`config.mk`:
```
export PLATFORM = sky130hd
export DESIGN_NAME = area_access_state_wait_control
export DESIGN_NICKNAME = d
export VERILOG_FILES = /design/src/verilog/area_wait_pkg.sv /design/src/verilog/area_access_state_wait_control.sv
export VERILOG_INCLUDE_DIRS = /design/src /design/src/verilog
export SDC_FILE = /design/constraint.sdc
export NUM_CORES = 1
export LEC_CHECK = 0
export BUFFER_PORTS_ARGS = -buffer_cell sky130_fd_sc_hd__buf_2
export CORE_MARGIN = 2
export CORE_UTILIZATION = 53
export DETAILED_ROUTE_END_ITERATION = 10
export PLACE_DENSITY = 0.9
export SYNTH_ARGS = -nofsm -noshare
export SYNTH_HDL_FRONTEND = slang
export SYNTH_SLANG_ARGS = --single-unit
```
`constraint.sdc`:
```
create_clock -name clk_i -period 3.9 [get_ports clk_i]
set_clock_uncertainty 0.05 [all_clocks]
set_input_delay 0.585 -clock clk_i [delete_from_list [all_inputs] [get_ports clk_i]]
set_output_delay 0.585 -clock clk_i [all_outputs]
set_load 0.005 [all_outputs]
```
`src/verilog/area_wait_params.svh`:
```
`ifndef AREA_WAIT_PARAMS_SVH
`define AREA_WAIT_PARAMS_SVH

// Register offsets on the plain register port
`define AWC_OFF_ASTATE  4'h0
`define AWC_OFF_WAITA   4'h2
`define AWC_OFF_CASLAT  4'h4

// Reset values
`define AWC_ASTATE_RST  8'hff
`define AWC_WAIT_RST    3'h7
`define AWC_CAS_RST     2'h0

// Field positions in wait_count_upper_a
`define AWC_W7_MSB      14
`define AWC_W7_LSB      12
`define AWC_W6_MSB      10
`define AWC_W6_LSB      8

// Field position of the column-strobe latency
`define AWC_CAS_MSB     1
`define AWC_CAS_LSB     0

// Area numbers that own a wait count field
`define AWC_AREA7       3'h7
`define AWC_AREA6       3'h6

`endif

```
`src/verilog/area_wait_pkg.sv`:
```
package area_wait_pkg;

	typedef enum logic [4:0] {
		ACC_IDLE = 5'h01,
		ACC_T1   = 5'h02,
		ACC_T2   = 5'h04,
		ACC_TW   = 5'h08,
		ACC_T3   = 5'h10
	} acc_state_e;

	typedef struct packed {
		logic [7:0]  ast;
		logic [2:0]  w7;
		logic [2:0]  w6;
		logic [1:0]  cas;
		logic [15:0] rdata;
		acc_state_e  fsm;
		logic [2:0]  wcnt;
		logic [2:0]  area;
		logic        three;
	} ctrl_s;

endpackage

```
`src/verilog/area_access_state_wait_control.sv`:
```
// Strobed register access and the address map are this design's own decisions.
`timescale 1ns/1ps
`include "area_wait_params.svh"

module area_access_state_wait_control #(
	parameter int ADDR_W = 4
) (
	input  wire logic                    clk_i,
	input  wire logic                    rst_n_i,
	input  wire logic [ADDR_W-1:0]       addr_i,
	input  wire logic [15:0]             wdata_i,
	input  wire logic                    wr_i,
	input  wire logic                    rd_i,
	output logic      [15:0]             rdata_o,
	input  wire logic                    acc_req_i,
	input  wire logic [2:0]              acc_area_i,
	output logic                         acc_ready_o,
	output logic                         acc_three_state_o,
	output area_wait_pkg::acc_state_e    acc_state_o,
	output logic                         acc_wait_o,
	output logic                         acc_done_o,
	output logic      [7:0]              area_three_state_o,
	output logic      [2:0]              area7_wait_o,
	output logic      [2:0]              area6_wait_o,
	output logic      [1:0]              cas_latency_o
);
	import area_wait_pkg::*;

	if (ADDR_W < 3) begin : g_addr_check
		$error("ADDR_W too small for the register map");
	end

	ctrl_s r;
	ctrl_s next_r;

	logic          hit_astate;
	logic          hit_waita;
	logic          hit_cas;
	logic [2:0]    acc_wait_load;

	assign hit_astate = (addr_i == ADDR_W'(`AWC_OFF_ASTATE));
	assign hit_waita  = (addr_i == ADDR_W'(`AWC_OFF_WAITA));
	assign hit_cas    = (addr_i == ADDR_W'(`AWC_OFF_CASLAT));

	// Effective wait count of the requested area, taken at accept time
	always_comb begin
		acc_wait_load = 3'h0;
		if (r.ast[acc_area_i]) begin
			if (acc_area_i == `AWC_AREA7) begin
				acc_wait_load = r.w7;
			end else if (acc_area_i == `AWC_AREA6) begin
				acc_wait_load = r.w6;
			end
		end
	end

	always_comb begin
		next_r = r;
		next_r.rdata = 16'h0000;

		if (wr_i) begin
			if (hit_astate) begin
				next_r.ast = wdata_i[7:0];
			end
			// reserved bits are simply never stored
			if (hit_waita) begin
				next_r.w7 = wdata_i[`AWC_W7_MSB:`AWC_W7_LSB];
				next_r.w6 = wdata_i[`AWC_W6_MSB:`AWC_W6_LSB];
			end
			if (hit_cas) begin
				next_r.cas = wdata_i[`AWC_CAS_MSB:`AWC_CAS_LSB];
			end
		end

		if (rd_i) begin
			if (hit_astate) begin
				next_r.rdata[7:0] = r.ast;
			end
			if (hit_waita) begin
				next_r.rdata[`AWC_W7_MSB:`AWC_W7_LSB] = r.w7;
				next_r.rdata[`AWC_W6_MSB:`AWC_W6_LSB] = r.w6;
			end
			if (hit_cas) begin
				next_r.rdata[`AWC_CAS_MSB:`AWC_CAS_LSB] = r.cas;
			end
		end

		unique case (r.fsm)
			ACC_IDLE: begin
				if (acc_req_i) begin
					next_r.area  = acc_area_i;
					next_r.three = r.ast[acc_area_i];
					next_r.wcnt  = acc_wait_load;
					next_r.fsm   = ACC_T1;
				end
			end
			ACC_T1: begin
				next_r.fsm = ACC_T2;
			end
			ACC_T2: begin
				if (!r.three) begin
					next_r.fsm = ACC_IDLE;
				// waits go before the last state
				end else if (r.wcnt != 3'h0) begin
					next_r.fsm = ACC_TW;
				end else begin
					next_r.fsm = ACC_T3;
				end
			end
			ACC_TW: begin
				next_r.wcnt = r.wcnt - 3'h1;
				if (r.wcnt == 3'h1) begin
					next_r.fsm = ACC_T3;
				end
			end
			ACC_T3: begin
				next_r.fsm = ACC_IDLE;
			end
		endcase
	end

	always_ff @(posedge clk_i) begin
		if (!rst_n_i) begin
			// all area bits reset to one
			r.ast   <= `AWC_ASTATE_RST;
			r.w7    <= `AWC_WAIT_RST;
			r.w6    <= `AWC_WAIT_RST;
			r.cas   <= `AWC_CAS_RST;
			r.rdata <= 16'h0000;
			r.fsm   <= ACC_IDLE;
			r.wcnt  <= 3'h0;
			r.area  <= 3'h0;
			r.three <= 1'b0;
		end else begin
			r <= next_r;
		end
	end

	// Register writes taken while an access runs do not disturb it:
	// the count and mode are latched once at accept.
	assign rdata_o            = r.rdata;
	assign acc_ready_o        = (r.fsm == ACC_IDLE);
	assign acc_three_state_o  = r.three;
	assign acc_state_o        = r.fsm;
	assign acc_wait_o         = (r.fsm == ACC_TW);
	assign acc_done_o         = (r.fsm == ACC_T3) || ((r.fsm == ACC_T2) && !r.three);
	assign area_three_state_o = r.ast;
	assign area7_wait_o       = r.w7;
	assign area6_wait_o       = r.w6;
	assign cas_latency_o      = r.cas;
endmodule

```
Yosys cells after proc, flatten, opt, wreduce, memory -nomap -nowiden. Cells that the tools add are included.

Bits in registers: 44. Input bits: 28. Output and inout bits: 41. Logic and storage cells: 54.

Add/subtract/negate cells: 1. Magnitude comparators: 1. Equal/unequal tests: 12. Multiplexer cells: 13. Reduce and logical (&&, ||, !) cells: 15.

Operators with widths (number): 5-bit case mux with 5 select lines (1); 5-bit 2-to-1 mux (3); 2-bit AND reduction (7); 12-bit 2-to-1 mux (1); 3-bit 2-to-1 mux (3); 8-bit 2-to-1 mux (1); 3-bit equality test (second input constant) (2); 3-bit case mux with 2 select lines (1); 3-bit AND reduction (2); 5-bit by 1-bit equality test with 1-bit output (second input constant) (1); 5-bit by 2-bit equality test with 1-bit output (second input constant) (1); 5-bit by 3-bit equality test with 1-bit output (second input constant) (1); 5-bit by 4-bit equality test with 1-bit output (second input constant) (1); 5-bit equality test (second input constant) (1); 4-bit by 2-bit equality test with 1-bit output (second input constant) (1); 4-bit by 3-bit equality test with 1-bit output (second input constant) (1); 4-bit logical NOT (1); 3-bit by 4-bit < comparator with 1-bit output (second input constant) (1); 1-bit binary-select mux with 3-bit select (1); 3-bit by 1-bit equality test with 1-bit output (second input constant) (1); 3-bit nonzero test (1); 3-bit by 1-bit subtractor with 3-bit output (second input constant) (1); 2-bit 2-to-1 mux (1); 2-bit by 1-bit inequality test with 1-bit output (second input constant) (1); other kinds (6) (6).

Logic depth before layout (Yosys ltp). Gate-level depths: netlist of the first run.

Word-level depth: 6. Depth in mapped cells: 6. Depth with buffers taken out: 5.

Least setup slack after synthesis of the first run. No wires, ideal clock.

Path kind: input to register. Start: input port addr_i[2]. End: register r, in the netlist area6_wait_o[2]. Setup time: 0.137 ns. Data arrival time: 1.553 ns. Required time: 3.713 ns. Setup slack: 2.160 ns. Stages: 5. Buffers on the path: 1. Cells stage by stage: buf_2 nor4b_2 nand2_1 nand2_1 nand3_1.

Cells in the longest elaborated chain, start to end: 2.

Ends and longest elaborated chain: start, declared (RTL line area_access_state_wait_control.sv:10) `input wire logic [ADDR_W-1:0] addr_i,`; 4-bit by 2-bit equality test with 1-bit output (RTL line area_access_state_wait_control.sv:42) `` assign hit_waita = (addr_i == ADDR_W'(`AWC_OFF_WAITA)); ``; 2-bit AND reduction (no source line); end signal, assigned (RTL line area_access_state_wait_control.sv:135) `r <= next_r;`; end, declared (RTL line area_access_state_wait_control.sv:33) `ctrl_s r;`.

Every way passes these cells. A chain may end at the register's enable or synchronous reset.

Worst setup path in the final report of the first run.
Start: register r, in the netlist acc_state_o[1]. End: output port acc_wait_o.

Cells in the longest elaborated chain, start to end: 1.

Ends and longest elaborated chain: 5-bit by 4-bit equality test with 1-bit output (RTL line area_access_state_wait_control.sv:145) `assign acc_wait_o = (r.fsm == ACC_TW);`; end, declared (RTL line area_access_state_wait_control.sv:20) `output logic acc_wait_o,`.

Every way passes these cells.

==> results of run 1 <==
cell usage in the layout, fill, tap and decap left out:
cell | netlist | final
a21boi_0 | 2 | 2
a21oi_1 | 5 | 5
a22oi_1 | 3 | 3
a2bb2oi_1 | 1 | 1
a31oi_1 | 1 | 1
and2_1 | 12 | 12
and3_1 | 2 | 2
buf_2 | 1 | 64
clkbuf_1 | 4 | 2
clkbuf_8 | 0 | 5
clkinv_2 | 0 | 1
clkinv_4 | 1 | 1
conb_1 | 1 | 2
dfxtp_1 | 39 | 39
ha_1 | 3 | 3
inv_1 | 6 | 6
mux2_2 | 2 | 2
mux2i_1 | 10 | 10
nand2_1 | 27 | 27
nand2b_1 | 1 | 1
nand3_1 | 26 | 26
nand3b_1 | 2 | 2
nand4_1 | 4 | 4
nor2_1 | 10 | 10
nor2b_1 | 5 | 5
nor3_1 | 4 | 4
nor3b_1 | 1 | 1
nor4_1 | 2 | 2
nor4b_2 | 1 | 1
o2111a_1 | 1 | 1
o21a_1 | 1 | 1
o21ai_0 | 8 | 8
or2_2 | 1 | 1
or2_4 | 1 | 1
or3_4 | 1 | 1
xor2_1 | 2 | 2
path summary, 6_finish.rpt:
path	to	depth (start not counted)	slack, ns	from
setup reg to reg	r[4]	4	2.26	acc_state_o[1]
hold / removal	area7_wait_o[1]	2	0.45	area7_wait_o[1]
hold reg to reg	area7_wait_o[1]	2	0.45	area7_wait_o[1]
setup / recovery	acc_wait_o	4	1.70	acc_state_o[1]
logic make-up (layout without fill, tap and decap cells):
family,Yosys count,after routing,synth area share [%]
mux,12,12,6.286
flops,39,39,40.03
xor+xnor,2,2,0.8982
fa+ha+maj,3,3,1.925
simple gates,100,100,26.43
other cells,1,2,0.1922
compound gates,22,22,6.992
buf+inv,50,79,17.25
per-stage QoR:
stage,total power [µW],setup WS [ns],instances
after floorplan,481.1,2.160,230
after global placement,501.2,1.868,299
after detailed placement,503.3,1.846,299
after CTS,757.2,1.695,307
after global routing,787.2,1.654,307
final,753.3,1.698,307
power groups by stage:
stage / sequential [µW] / clock (µW) / combinational, µW
2_1_floorplan: 425 / 0 / 56.2
3_3_place_gp: 427 / 0 / 74.6
3_5_place_dp: 427 / 0 / 76.3
4_1_cts: 418 / 261 / 77.9
5_1_grt: 420 / 280 / 86.9
6_report: 418 / 258 / 77.5
layer usage:
metal	GRT usage (%)	part of all wire [%]	vias to the layer above
met2	31.38	48	46
li1	-	-	791
met5	0	0	-
met1	21.07	44	691
met3	5.035	5.8	7
met4	10.11	2.0	0
cell usage after synthesis (2+ instances only):
cell	n	area, µm²
nand3_1	26	130.1
a22oi_1	3	22.52
a21boi_0	2	15.01
o21ai_0	8	40.04
mux2_2	2	22.52
nor2_1	10	37.54
nor4_1	2	12.51
and3_1	2	12.51
buf_4	38	285.3
a21oi_1	5	25.02
mux2i_1	10	100.1
and2_1	12	75.07
nand2_1	27	101.4
clkbuf_1	4	15.01
inv_1	6	22.52
nor2b_1	5	31.28
dfxtp_1	39	780.8
xor2_1	2	17.52
nand3b_1	2	15.01
nand4_1	4	25.02
ha_1	3	37.54
nor3_1	4	20.02
tightest hold or removal path: stages (launching register included):
cell and delay (ns):
dfxtp_1 0.33, nand2_1 0.06, nand3_1 0.06
sequential cells by signal, summed over array words and instances (netlist names):
| name | flops |
|---|---|
| area7_wait_o | 3 |
| cas_latency_o | 2 |
| area6_wait_o | 3 |
| rdata_o | 14 |
| area_three_state_o | 8 |
| acc_state_o | 5 |
| r | 3 |
| acc_three_state_o | 1 |
area by class of cell:
type / count / area, µm² / share of cell area (%)
clock inverter: 1 / 5.005 / 0.2371
sequential: 39 / 780.7 / 36.99
timing repair buffer: 64 / 320.3 / 15.17
tap: 48 / 60.06 / 2.845
clock buffer: 7 / 76.32 / 3.616
inverter: 7 / 31.28 / 1.482
multi-input combinational: 141 / 837.1 / 39.66
==> run metrics, run 1 <==
Synth Register Bits 39; row cnt 22; sequential power share 55.5%; Root Buffer clkbuf_8; combinational power share 10.3%; initial core utilization 54.09%; setup TNS 0 ns; Total GRT Usage 18.50%; layout cells sized above 1 29.73%; setup bufs post-CTS 0; CTS Buf Count 5; Tmin final 2.202 ns; RSZ-0062 raised after global routing false; crit-path max FO 8; Post-Route WL 3.717 mm; Buf/Inv on CP 2; hold crit path type reg2reg; hold_buf cts 0; via count about 1500; First DRT Iteration DRCs 92; final net count 289; delay-heaviest family, CP simple AND/OR/NAND/NOR gates; Psw 183.2 µW; Max VDD drop roughly 0.15 mV; power density over the cells around 360 nW/µm²; largest net degree at the start of global routing 25; clk sinks 39; Die Footprint around 4200 µm²; critical path launch point type flop; CTS H-tree depth 2; First-pass DRT Iterations 4; Slew @ Worst Pin 0.7264 ns; Switching Share 24.32%; Req. time, crit path around 3.3 ns; vias in the first global route 1418; Unique masters post-synth 35; first-pass GRT wire length 5.989 mm; Final setup viols 0; critical path arrival about 1.6 ns; Core Area around 3600 µm²; Avg WL per Cell roughly 12 µm; # IOs 69; die height 64.67 µm; clk buf depth 2; GPL Wtd Cong 0.7902; Peak Freq 454.1 MHz; design area 2111 µm²; DRC viols 0; Remaining Overflow, GRT 0; YS warnings 0; outcome finished clean; Async S/R FF share, synth 0%; CTS resizes 0; WHS 0.4472 ns; Fillers ~340; clk slew on worst S/H paths 0.07 ns; CP max-delay cell or3_4; Final ANT Viol Nets 0; Slew Limit Fails 0; Area growth, synth to finish 8.210%; Main synth FF type dfxtp_1; worst skew pair latency 0.29 ns; Area after DPL 2029 µm²; sequential share of the synthesized area 40.03%; CP endpoint kind output pin; Leakage 0.001026 µW; Core Util, Final 58.54%; CP Class reg2out; slew margin rel. 51.45%; die width 64.67 µm; Post-synth EDFFs 0; Final Hold Vio Count 0; CTS tree built; CP cell instances or3_4 -> or2_4 -> clkinv_4 -> buf_2; Port Buffers 64; post-synthesis cell area 1951 µm²; clock power share between 30 and 40%; antenna violations before repair 0; fin crit share 56.47%; ANT cells 0; Mapped Cells 229; internal power 570.2 µW; crit-path max cell delay 0.42 ns; Vias per Instance 5.000; Mean Syn Cell Area 8.518 µm²; Final HPWL DP 2.732 mm; max cap viols 0
Power figures use the tool's default switching activity.
==> run 2: changes to the inputs <==
Settings changed: CORE_UTILIZATION 53 to 44, PLACE_DENSITY 0.9 to 0.81.
Clock period 3.9 ns to 1.8 ns, I/O delays scaled along.
==> run 2 against run 1 <==
Cell count increased by 2.6%. Sequential cell count unchanged. Clock power increased to 2.9 times the previous value. Setup slack got worse by 1.7 ns. Critical path type unchanged.
==> run metrics, run 2 (synthesis results as in run 1) <==
via count 1568; antenna violations before repair 0; worst skew pair latency 0.29 ns; final net count 293; crit-path max FO 7; max cap viols 0; Max Used Layer met4; Area after DPL a little over 2000 µm²; Final Hold Vio Count 0; CP endpoint kind output pin; Final HPWL DP ~3.0 mm; Remaining Overflow, GRT 0; met3 WL 314 µm; hold crit path type in2reg; ANT cells 0; power density over the cells roughly 840 nW/µm²; GPL Wtd Cong approximately 0.84; wl on met1 1.727 mm; commonest non-fill, non-tap cell in the layout buf_2; outcome finished clean; Tmin final between 1.5 and 2 ns; CTS Buf Count 5; Peak Freq 559.8 MHz; Port Buffers 64; Final setup viols 0; Root Buffer clkbuf_8; layout cells sized above 1 around a third; Req. time, crit path 1.48 ns; First DRT Iteration DRCs 51; critical path launch point type flop; Area growth, synth to finish 12.51%; Slew Limit Fails 0; Avg WL per Cell around 13 µm; CP Class reg2out; row cnt 24; clk buf depth 2; critical path arrival 1.47 ns; fin crit share 99.24%; CTS tree built; Final ANT Viol Nets 0; Die Footprint ~5000 µm²; design area between 2000 and 2500 µm²; setup slack, reg-to-reg 0.23 ns; Cell Count, Final, Fillers Out 315; most frequent cells in the layout buf_2, dfxtp_1, nand2_1; Fillers ~420; Leakage 0.001066 µW; DRC viols 0; # IOs 69; Post-Route WL 4.072 mm; vias in the first global route between 1000 and 1500; initial core utilization a little under half; Vias per Instance 4.978; First-pass DRT Iterations 4; Max VDD drop 0.3067 mV; clk slew on worst S/H paths 0.08 ns; first-pass GRT wire length 6.651 mm; die height just over 70 µm; largest net degree at the start of global routing 14; routed wl met2 1.957 mm; Core Area 4324 µm²; Total GRT Usage 16.93%; clk sinks 39; setup TNS 0 ns; hold_buf cts 0; CTS H-tree depth 2; RSZ-0062 raised after global routing true; die width 70.58 µm; max FFs per register 14; dpl cells 305
run 2: cell types whose count changed in the layout (fill, tap and decap cells not counted), moves of 2 or more:
cell / previous run / this run
dfxtp_1: 39 / 36
buf_4: 0 / 4
dfxtp_2: 0 / 2
clkbuf_1: 2 / 0
run 2: worst paths after layout:
path | startpoint | endpoint | cells past startpoint
max reg2reg | acc_state_o[1] | acc_state_o[4] | 5
max | acc_state_o[1] | acc_wait_o | 4
min reg2reg | acc_state_o[4] | acc_state_o[2] | 1
min | wdata_i[2] | area_three_state_o[2] | 3
run 2: area by class of cell:
class / count / area [µm²] / area share (%)
clock buffers: 6 / 82.58 / 3.763
clock inverters: 2 / 35.03 / 1.596
inverters: 7 / 31.28 / 1.425
multi-input cells: 141 / 843.3 / 38.43
flip-flops and latches: 39 / 787.0 / 35.86
well taps: 52 / 65.06 / 2.965
repair buffers: 68 / 350.3 / 15.96
run 2: what timing repair did:
item / CTS / global route
endpoints found under the hold margin: 0 / 0
pin swaps: 1 / 0
buffers inserted: 2 / 0
gates resized for setup: 3 / 2
setup endpoints to repair: 1 / 2
run 2: through the flow:
| step | worst slack [ns] | util, % | power (µW) | hold WS [ns] |
|---|---|---|---|---|
| after floorplan | 0.3452 | - | 1042 | 0.3440 |
| final | 0.01368 | 50.75 | 1834 | 0.1322 |
| after global placement | 0.2416 | 47.40 | 1091 | 0.4320 |
| after detailed placement | 0.2164 | 47.40 | 1095 | 0.4370 |
| after CTS | 0.01042 | 50.58 | 1844 | 0.1325 |
| after global routing | -0.03435 | 50.75 | 1904 | 0.1442 |
run 2: critical path, stage by stage (launching register included):
cell and delay, ns:
dfxtp_4 0.35, or3_4 0.39, or2_4 0.25, clkinv_4 0.07
buf_2 0.11
run 2: power breakdown:
part	total [µW]	switching [µW]	internal, µW	leakage, µW
registers	904	20.7	884	0.000319
clock network	753	305	448	0.0000612
logic	176	93.3	82.8	0.000686
total	1830	419	1410	0.00107
run 2: metal layers:
metal | track usage, % | vias to the layer above
met5 | 0 | -
met4 | 8.176 | 0
met3 | 5.128 | 6
met2 | 26.94 | 55
met1 | 21.06 | 712
li1 | - | 795
==> run 3: changes to the inputs <==
Settings changed: REMOVE_ABC_BUFFERS set to 1.
==> run 3 against run 2 <==
Routed wire length is 8.7% lower. Sequential power hardly changed. Via count is 1.2% higher. Cell count is 0.63% higher. Final area is 1.1% higher. Utilization is 0.55 points higher. Count of clock-buffer cells in the layout stayed put. First-iteration DRC count is 18% lower. Critical endpoint unchanged.
==> run metrics, run 3 (synthesis results as in run 1) <==
clk buf depth 2; Final ANT Viol Nets 0; RSZ-0062 raised after global routing true; R2R depth 6; largest net degree at the start of global routing 17; CP Class reg2out; # IOs approximately 70; vias in the first global route approximately 1500; Worst Hold Depth 3; initial core utilization roughly 45%; Req. time, crit path 1.48 ns; GPL Wtd Cong around 0.77; Area growth, synth to finish 13.73%; Root Buffer clkbuf_8; max cap viols 0; commonest non-fill, non-tap cell in the layout buf_2; Port Buffers 64; Slew Limit Fails 0; outcome finished clean; CTS Buf Count 5; critical path arrival 1.45 ns; Vias per Instance 5.006; Die Footprint 4982 µm²; critical path launch point type flop; design area 2218 µm²; Peak Freq 565.2 MHz; Final Hold Vio Count 0; register area 789.5 µm²; Slew @ Worst Pin ~0.51 ns; Final setup viols 0; hold_buf cts 0; row cnt 24; CTS H-tree depth 2; CTS tree built; Area after DPL 2049 µm²; Core Area approximately 4300 µm²; slew margin rel. 65.83%; clk sinks 39; Final HPWL DP 2.814 mm; Avg WL per Cell 11.73 µm; Remaining Overflow, GRT 0; die width 70.58 µm; ANT cells 0; Fillers 416; Max VDD drop about 0.38 mV; max FFs per register 14; area of the multi-input gates 843.3 µm²; worst skew pair latency 0.29 ns; via count approximately 1600; Tmin final 1.769 ns; die height approximately 70 µm; fin crit share a little over nine tenths; CP endpoint kind output pin; WHS 0.1318 ns; DRC viols 0; clk slew on worst S/H paths 0.08 ns; first-pass GRT wire length 6.285 mm; final net count between 200 and 300; First-pass DRT Iterations 4; Total GRT Usage about 16%; Leakage 0.001079 µW; crit-path max FO 3; Post-Route WL between 3 and 4 mm; hold crit path type in2reg; power density over the cells 818.2 nW/µm²; First DRT Iteration DRCs 42; antenna violations before repair 0; layout cells sized above 1 33.58%; most frequent cells in the layout buf_2, dfxtp_1, nand2_1
[run 3: worst max-delay path, cell delays in order (launching register included)]
cell and delay (ns):
dfxtp_4 0.34, or3_4 0.40, or2_4 0.29, clkinv_4 0.05
buf_6 0.08
[run 3: final timing paths]
check	from	endpoint	slack, ns
worst max-delay path	acc_state_o[2]	acc_wait_o	0.03
worst min register to register	area7_wait_o[2]	area7_wait_o[2]	0.44
worst max register to register	acc_state_o[2]	acc_state_o[1]	0.23
worst min-delay path	wdata_i[4]	area_three_state_o[4]	0.13
[run 3: report_power, final]
group	total [µW]	switching, µW	internal [µW]
clock	739	291	448
combinational	174	90.1	83.4
sequential	902	19.4	883
[run 3: through the flow]
stage | instances | power (µW) | utilization (%) | setup TNS (ns) | setup WS [ns]
after floorplan | 187 | 1006 | - | 0 | 0.3314
after CTS | 316 | 1827 | 50.84 | 0 | 0.01892
after detailed placement | 305 | 1094 | 47.40 | 0 | 0.2127
after global placement | 305 | 1087 | 47.40 | 0 | 0.2455
final | 317 | 1815 | 51.30 | 0 | 0.03062
after global routing | 317 | 1889 | 51.30 | -0.006688 | -0.006688
[run 3: final cells by class]
type | instances | area share [%]
Multi-Input combinational cell | 141 | 38.01
Sequential cell | 39 | 35.59
Timing Repair Buffer | 70 | 16.75
Clock inverter | 2 | 1.579
Inverter | 7 | 1.410
Tap cell | 52 | 2.933
Clock buffer | 6 | 3.723
[run 3: per-layer routing]
layer	GRT usage, %	share of wire [%]	vias up
met3	5.128	8.6	7
met2	26.31	48	59
met5	0	0	-
li1	-	-	797
met4	5.031	1.6	0
met1	19.03	42	724
[run 3: timing repair]
item / CTS / global route
cloned: 0 / 0
setup buffers: 3 / 1
setup endpoints to repair: 1 / 2
resized for setup: 5 / 2
pin swaps: 1 / 2
